==> src/logic/ffa_pkg.sv <==
// ffa_pkg: register offsets, field positions and reset values of the fault flag aggregator
// assumes a 16-bit register port with a 7-bit address, as used by the host serial logic
package ffa_pkg;
    localparam int FFA_ADDR_W = 7;
    localparam int FFA_DATA_W = 16;
    localparam logic [6:0] FFA_FAULT_FLAG_ADDR = 7'h41;
    localparam logic [6:0] FFA_LIVE_VIEW_ADDR = 7'h42;
    localparam logic [15:0] FFA_FAULT_FLAG_RESET = 16'h0001;
    localparam logic [15:0] FFA_LIVE_VIEW_RESET = 16'h0000;
    localparam int FFA_MODEM_W = 16;
    localparam int FFA_SUPPLY_W = 16;
    // modem source bits that never feed the summary
    localparam logic [15:0] FFA_MODEM_EXCLUDE = 16'h0003;
    localparam int B_MODEM = 15;
    localparam int B_AOPEN = 14;
    localparam int B_ASHORT = 13;
    localparam int B_INT_EXP = 12;
    localparam int B_EXT_EXP = 11;
    localparam int B_INT_SC = 10;
    localparam int B_EXT_SC = 9;
    localparam int B_THERM = 8;
    localparam int B_IOPEN = 7;
    localparam int B_ISHORT = 6;
    localparam int B_CONV = 5;
    localparam int B_TEMP = 4;
    localparam int B_PWR = 3;
    localparam int B_SER = 2;
    localparam int B_SUPPLY = 1;
    localparam int B_RESET = 0;
    // bits that hold latched, write-one-to-clear flags
    localparam logic [15:0] FFA_W1C_MASK = 16'h7FFD;
endpackage : ffa_pkg

==> src/logic/ffa_fault_flag_aggregator.sv <==
// ffa_fault_flag_aggregator: latched fault flag register with modem and supply summaries
// assumes detector inputs are one-clock or level conditions synchronous to clk_sys_in
`timescale 1ns/100ps
module ffa_fault_flag_aggregator (
    input wire logic clk_sys_in,
    input wire logic rst_in,
    input wire logic wr_en_in,
    input wire logic [ffa_pkg::FFA_ADDR_W-1:0] addr_in,
    input wire logic [ffa_pkg::FFA_DATA_W-1:0] wr_data_in,
    input wire logic [ffa_pkg::FFA_MODEM_W-1:0] modem_fault_sources_in,
    input wire logic [ffa_pkg::FFA_MODEM_W-1:0] modem_fault_mask_in,
    input wire logic [ffa_pkg::FFA_SUPPLY_W-1:0] supply_status_in,
    input wire logic [ffa_pkg::FFA_SUPPLY_W-1:0] supply_mask_in,
    input wire logic analog_open_in,
    input wire logic analog_short_in,
    input wire logic int_output_short_expiry_in,
    input wire logic ext_output_short_expiry_in,
    input wire logic int_output_short_in,
    input wire logic ext_output_short_in,
    input wire logic initial_drive_period_in,
    input wire logic output_overheat_restart_in,
    input wire logic input_open_in,
    input wire logic input_short_in,
    input wire logic conv_error_in,
    input wire logic conv_saturation_in,
    input wire logic overtemp_in,
    input wire logic power_ctl_busy_fault_in,
    input wire logic power_ctl_ack_fault_in,
    input wire logic serial_clock_count_error_in,
    input wire logic serial_crc_error_in,
    output logic [ffa_pkg::FFA_DATA_W-1:0] fault_flag_register_out,
    output logic [ffa_pkg::FFA_DATA_W-1:0] live_view_out,
    output logic fault_request_out,
    output logic int_output_disable_out,
    output logic ext_output_disable_out
);
    import ffa_pkg::*;

    // ------------------------------------------------------------
    // source decode
    // ------------------------------------------------------------
    function automatic logic any_unmasked(input logic [15:0] src, input logic [15:0] msk);
        any_unmasked = |(src & ~msk);
    endfunction : any_unmasked

    logic [15:0] cond;
    logic wr_flag;
    logic [15:0] clr;

    always_comb begin
        cond = 16'h0000;
        cond[B_MODEM] = any_unmasked(modem_fault_sources_in & ~FFA_MODEM_EXCLUDE,
            modem_fault_mask_in);
        cond[B_AOPEN] = analog_open_in;
        cond[B_ASHORT] = analog_short_in;
        cond[B_INT_EXP] = int_output_short_expiry_in;
        cond[B_EXT_EXP] = ext_output_short_expiry_in;
        cond[B_INT_SC] = int_output_short_in & ~initial_drive_period_in;
        cond[B_EXT_SC] = ext_output_short_in & ~initial_drive_period_in;
        cond[B_THERM] = output_overheat_restart_in;
        cond[B_IOPEN] = input_open_in;
        cond[B_ISHORT] = input_short_in;
        cond[B_CONV] = conv_error_in | conv_saturation_in;
        cond[B_TEMP] = overtemp_in;
        cond[B_PWR] = power_ctl_busy_fault_in | power_ctl_ack_fault_in;
        cond[B_SER] = serial_clock_count_error_in | serial_crc_error_in;
        cond[B_SUPPLY] = any_unmasked(supply_status_in, supply_mask_in);
    end

    // ------------------------------------------------------------
    // flag register
    // ------------------------------------------------------------
    logic [15:0] flags_q;
    logic [15:0] flags_d;
    logic [15:0] live_q;
    logic [15:0] live_d;
    logic req_q;
    logic req_d;
    logic int_dis_q;
    logic int_dis_d;
    logic ext_dis_q;
    logic ext_dis_d;

    always_comb begin
        wr_flag = wr_en_in && (addr_in == FFA_FAULT_FLAG_ADDR);
        // clear needs a written one and the cause gone; a live cause wins
        clr = wr_flag ? (wr_data_in & FFA_W1C_MASK & ~cond) : 16'h0000;
        flags_d = ((flags_q & ~clr) | cond) & FFA_W1C_MASK;
        flags_d[B_MODEM] = cond[B_MODEM];
        flags_d[B_SUPPLY] = cond[B_SUPPLY];
        live_d = cond & ~(16'h1 << B_MODEM) & ~(16'h1 << B_RESET);
        live_d[B_INT_EXP] = 1'b0;
        live_d[B_EXT_EXP] = 1'b0;
        live_d[B_CONV] = 1'b0;
        live_d[B_PWR] = 1'b0;
        live_d[B_SER] = 1'b0;
        req_d = |flags_d;
        int_dis_d = flags_d[B_INT_EXP];
        ext_dis_d = flags_d[B_EXT_EXP];
    end

    always_ff @(posedge clk_sys_in or posedge rst_in) begin
        if (rst_in) begin
            flags_q <= FFA_FAULT_FLAG_RESET;
            live_q <= FFA_LIVE_VIEW_RESET;
            req_q <= 1'b1;
            int_dis_q <= 1'b0;
            ext_dis_q <= 1'b0;
        end else begin
            flags_q <= flags_d;
            live_q <= live_d;
            req_q <= req_d;
            int_dis_q <= int_dis_d;
            ext_dis_q <= ext_dis_d;
        end
    end

    assign fault_flag_register_out = flags_q;
    assign live_view_out = live_q;
    assign fault_request_out = req_q;
    assign int_output_disable_out = int_dis_q;
    assign ext_output_disable_out = ext_dis_q;
endmodule : ffa_fault_flag_aggregator

==> config.mk <==
export PLATFORM = sky130hd
export DESIGN_NAME = ffa_fault_flag_aggregator
export DESIGN_NICKNAME = d
export VERILOG_FILES = /design/src/logic/ffa_pkg.sv /design/src/logic/ffa_fault_flag_aggregator.sv
export SDC_FILE = /design/constraint.sdc
export NUM_CORES = 1
export LEC_CHECK = 0
export BUFFER_PORTS_ARGS = -buffer_cell sky130_fd_sc_hd__buf_4
export CAP_MARGIN = 0
export CORE_AREA = 2 2 68 70
export DETAILED_ROUTE_END_ITERATION = 12
export DIE_AREA = 0 0 70 72
export PLACE_DENSITY_LB_ADDON = 0.15
export SETUP_SLACK_MARGIN = 0.4
export SYNTH_ARGS = -nofsm -noshare
export SYNTH_HDL_FRONTEND = slang
export SYNTH_SLANG_ARGS = --single-unit
==> constraint.sdc <==
create_clock -name clk_sys_in -period 1.7 [get_ports clk_sys_in]
set_clock_uncertainty 0.15 [all_clocks]
set_input_delay 0.085 -clock clk_sys_in [delete_from_list [all_inputs] [get_ports clk_sys_in]]
set_output_delay 0.085 -clock clk_sys_in [all_outputs]
set_load 0.02 [all_outputs]
## Yosys cells after proc, flatten, opt, wreduce, memory -nomap -nowiden

Index checks and enable logic that the tools add are counted.

- Output and inout bits: 35
- Input port bits: 107
- Memories kept: 0
- Word-level logic and storage cells: 26
- Register bits after elaboration: 28
- Bits in latches: 0
- ROM bits: 0
- Bits in writable memories: 0

- Equal/unequal tests: 1
- Bitwise operators: 15
- Shifts and indexed selects: 0
- Order comparisons: 0
- Div/mod/pow operators: 0
- Multiplexer cells: 1
- Multipliers: 0
- $add $sub $neg: 0
- Reductions and logical operators: 4

Operator list:

| operator | count |
|---|---|
| OR reduction 46 bit | 1 |
| AND 16 bit | 2 |
| NOT 16 bit | 2 |
| OR reduction 16 bit | 2 |
| AND 15 bit | 2 |
| NOT 15 bit | 2 |
| 2-to-1 mux 15 bit | 1 |
| OR 15 bit | 1 |
| equality test 7 bit (second input constant) | 1 |
| OR 1 bit | 3 |
| AND 1 bit | 2 |
| logical AND 1 bit | 1 |
| NOT 1 bit | 1 |

## Depth between registers and ports, before layout

- Depth in word-level cells: 10
- Mapped depth: 6

## Worst setup path after synthesis

OpenSTA, ideal clock, no wires.

- Path kind: in2reg
- Start point: input addr_in[3] in the netlist's numbering
- End point: register req_q (netlist: fault_request_out)
- Data arrival time: 1.685 ns
- Stages on the path: 5
- Path buffers: 0
- Setup slack: -0.229 ns
- Cells stage by stage: nor4_4 -> nand3_1 -> a21o_1 -> or4_1 -> or4_1

- Cells in the longest elaborated chain, start to end: 7

Ends and longest elaborated chain:

| element | line | RTL |
|---|---|---|
| start: declaration | ffa_fault_flag_aggregator.sv:8 | `input wire logic [ffa_pkg::FFA_ADDR_W-1:0] addr_in,` |
| equality test 7 bit | ffa_fault_flag_aggregator.sv:85 | `wr_flag = wr_en_in && (addr_in == FFA_FAULT_FLAG_ADDR);` |
| logical AND 1 bit | ffa_fault_flag_aggregator.sv:85 |  |
| 2-to-1 mux 15 bit | ffa_fault_flag_aggregator.sv:87 | `clr = wr_flag ? (wr_data_in & FFA_W1C_MASK & ~cond) : 16'h0000;` |
| NOT 15 bit | ffa_fault_flag_aggregator.sv:88 | `flags_d = ((flags_q & ~clr) \| cond) & FFA_W1C_MASK;` |
| AND 15 bit | ffa_fault_flag_aggregator.sv:88 |  |
| OR 15 bit | ffa_fault_flag_aggregator.sv:88 |  |
| net flags_d[14] | ffa_fault_flag_aggregator.sv:74 | `logic [15:0] flags_d;` |
| OR reduction 46 bit | ffa_fault_flag_aggregator.sv:97 | `req_d = \|flags_d;` |
| net req_d | ffa_fault_flag_aggregator.sv:78 | `logic req_d;` |
| end signal: assignment | ffa_fault_flag_aggregator.sv:112 | `req_q <= req_d;` |
| end: declaration | ffa_fault_flag_aggregator.sv:77 | `logic req_q;` |

The timed path passes the listed nets, and every way through them passes these cells.

## Final worst setup path

- Start point: input analog_open_in
- End point: register req_q (netlist: fault_request_out)

- Cells in the longest elaborated chain, start to end: 7

Ends and longest elaborated chain:

| element | line | RTL |
|---|---|---|
| start: declaration | ffa_fault_flag_aggregator.sv:14 | `input wire logic analog_open_in,` |
| NOT 15 bit | ffa_fault_flag_aggregator.sv:87 |  |
| AND 15 bit | ffa_fault_flag_aggregator.sv:87 |  |
| 2-to-1 mux 15 bit | ffa_fault_flag_aggregator.sv:87 |  |
| NOT 15 bit | ffa_fault_flag_aggregator.sv:88 |  |
| AND 15 bit | ffa_fault_flag_aggregator.sv:88 |  |
| OR 15 bit * | ffa_fault_flag_aggregator.sv:88 |  |
| net flags_d[14] | ffa_fault_flag_aggregator.sv:74 |  |
| OR reduction 46 bit * | ffa_fault_flag_aggregator.sv:97 |  |
| net req_d | ffa_fault_flag_aggregator.sv:78 |  |

The timed path passes the listed nets; every way through them passes the cells marked *.

==> results.md <==
- Status: complete, but fails checks
- Violated checks: hold timing, setup timing
- Period utilisation layout: 1.069
- First-pass GRT wire length: 6451 um
- Hold Worst Slack: -0.1245 ns
- Portion of the post-synthesis area used by sequential elements: 0.4808
- Area delta synth->final: 103.3%
- Critical path peak fanout: 2
- H-tree level count: 1
- Layout fillers: 391
- Vert. Die Dim: 72 um
- Maximum buffer depth of the clock tree: 2
- Nets: 394
- Die width: 70 um
- Overflow left after global routing: 0
- Latest clock arrival within the worst-skew pair: 0.26 ns
- Mean instance size in the synthesized netlist: 10.05 um^2
- Clock-pin transition on the worst setup and hold timing paths: 0.08 ns
- Max Clock Freq: 550.1 MHz
- Count of port buffers added during placement: 128
- Root buf cell: clkbuf_8
- Cells after synthesis: 130
- Total negative slack: -0.1179 ns
- Largest net degree at the start of global routing: 18
- Dominant register cell in the synthesized netlist: dfrtp_1
- Post-synth design cell area: 0.001306 mm^2
- Inserted Diodes: 0
- Number of antenna violations at the first check in global routing: 0
- Setup crit start kind: input pin
- # Max-Cap Violations: 0
- Number of rows in the core area: 24
- Final HPWL from detailed placement: 3481 um
- Initial cell density of the core: 0.3063
- Unrepaired setup endpoints after global routing: true
- Combinational family with the most area after synthesis: simple AND/OR/NAND/NOR gates
- Portion of netlist area occupied by mux cells: 0
- WL final: 4208 um
- Flops & latches, synth: 25
- Type of the worst setup path: input pin to flip-flop
- CTS tree: done
- Kind of capture point of the worst setup path: flip-flop
- Post-route setup slack: -0.1179 ns
- I/O pin count: 142
- Total power density per cell area: 485.1 mW/mm^2
- Share of synthesized cell area in and, or, nand and nor gates: 0.2213
- End-of-flow core utilization: 0.6227
- Num CTS Buffers: 3
- Fraction of layout instances using a drive strength above 1: 0.5804
- Share of synthesized cell area in full adder, half adder and majority cells: 0
- Post-route ant nets: 0
- DRC Markers: 0
- Total Routing Usage GR: 0.1581
- Asr flop ratio synth: 1.000
- Number of detailed-routing iterations run before antenna repair: 4
- Data arrival, critical path: 1.85 ns
- Minimum clock period: 1.818 ns
- Leakage Power: 1.257 nW
- Via count of the first global-routing pass: 1512
- Via count: 1513
- Final hold violations: 5
- Post-CTS setup-driven buffer insertion count: 0
- Total design power: 1.288 mW
- Data required time at the worst endpoint: 1.73 ns
- Synth warnings: 0
- Core region area: 0.004264 mm^2
- Final max-slew violation count: 0
- Final number of setup-violating endpoints: 1
- Count of unique library cells instantiated by Yosys: 28
- Post-synth EDFFs: 0
- Class of the tightest hold or removal check: input pin to flip-flop
- Die ar.: 0.005040 mm^2
- Clock sink total: 25
- Setup slack after placement: -0.4194 ns
- Routed wirelength normalized by instance count: 12.45 um
- Worst IR drop on VDD: 0.2545 mV
- Complex-gate fraction of the synthesized area: 0.1686
- Initial detailed-routing violation count: 18
- Fraction of synthesized cell area in xor and xnor cells: 0
- GP Congestion: 0.6813
- Via-to-Cell Ratio: 4.476
## metrics by stage
step | instance area (um^2) | std cells
floorplan | 1354 | 136
global placement | 2419 | 320
detailed placement | 2419 | 320
CTS | 2604 | 337
global route | 2655 | 338
finish | 2655 | 338
## kinds of logic (layout without fill, tap and decap cells)
kind of cell,after synthesis,count (layout)
simple gates,44,44
buf+inv,31,181
compound gates,29,29
flops,25,25
other cells,1,7
## state kept, by name, indices dropped and copies added (netlist names)
register	flops
fault_request_out	1
fault_flag_register_out	16
live_view_out	8
## layer usage
layer	global-route usage	wire, um	up-vias
li1	-	-	747
met1	0.1693	1494	693
met2	0.3153	2393	71
met3	0.02361	292	2
met4	0.05342	27	0
met5	0	0	-
## critical path: stages
cell,delay (ns)
buf_4,0.11
dlygate4sd3_1,0.57
a21o_1,0.17
or4_1,0.51
or4_1,0.40
## layout by cell type, fill, tap and decap left out, types with 3 or more instances in the layout
cell type and n:
a21o_1 9, dfrtp_1 23, buf_4 142, nand3_1 6, nor2b_1 15, or2_2 7, dlygate4sd3_1 14, nand3_2 3
nand2b_1 3, inv_1 19, a2111oi_0 4, clkbuf_8 3, a31oi_1 3, conb_1 7, o22ai_1 3
## synthesized netlist by cell type (2+ instances only)
library cell	number	area, um^2
or4_1	2	15.01
a21o_1	9	67.56
inv_1	19	71.32
or2_2	7	43.79
buf_4	11	82.58
nand4_1	2	12.51
o22ai_1	3	18.77
nand2b_1	3	18.77
nand3_1	8	40.04
dfstp_2	2	52.55
dfrtp_1	23	575.6
nor2b_1	15	93.84
a31oi_1	4	25.02
a2111oi_0	8	70.07
## worst paths after layout
check | from | endpoint | slack [ns] | depth (start not counted)
max | analog_open_in | fault_request_out | -0.12 | 5
min | int_output_short_expiry_in | fault_flag_register_out[12] | -0.12 | 2
max reg2reg | fault_flag_register_out[6] | fault_request_out | -0.05 | 5
min reg2reg | fault_flag_register_out[13] | fault_flag_register_out[13] | 0.37 | 1
max in group asynchronous | rst_in | fault_request_out | 0.59 | 4
min in group asynchronous | rst_in | live_view_out[13] | 0.19 | 3
## power by group
part / switching, mW / internal [mW] / total, mW
Clock: 0.179 / 0.167 / 0.346
Combinational: 0.118 / 0.215 / 0.333
Sequential: 0.00356 / 0.605 / 0.609
## layout make-up
cell class	count	area [um^2]	area share
clock buffers	4	45.04	0.01697
inverters	19	71.32	0.02686
multi-input cells	80	608.1	0.2290
flip-flops and latches	25	628.1	0.2366
well taps	52	65.06	0.02451
repair buffers	158	1237	0.4661
## timing repair
item / 4_1_cts / 5_1_grt
pin swaps: 0 / 1
endpoints found under the setup margin: 1 / 2
gates cloned: 0 / 0
hold buffers: 13 / 1
hold endpoints to repair: 33 / 7
gates resized for setup: 2 / 5
Note: power is estimated with default switching activity, not from simulation.
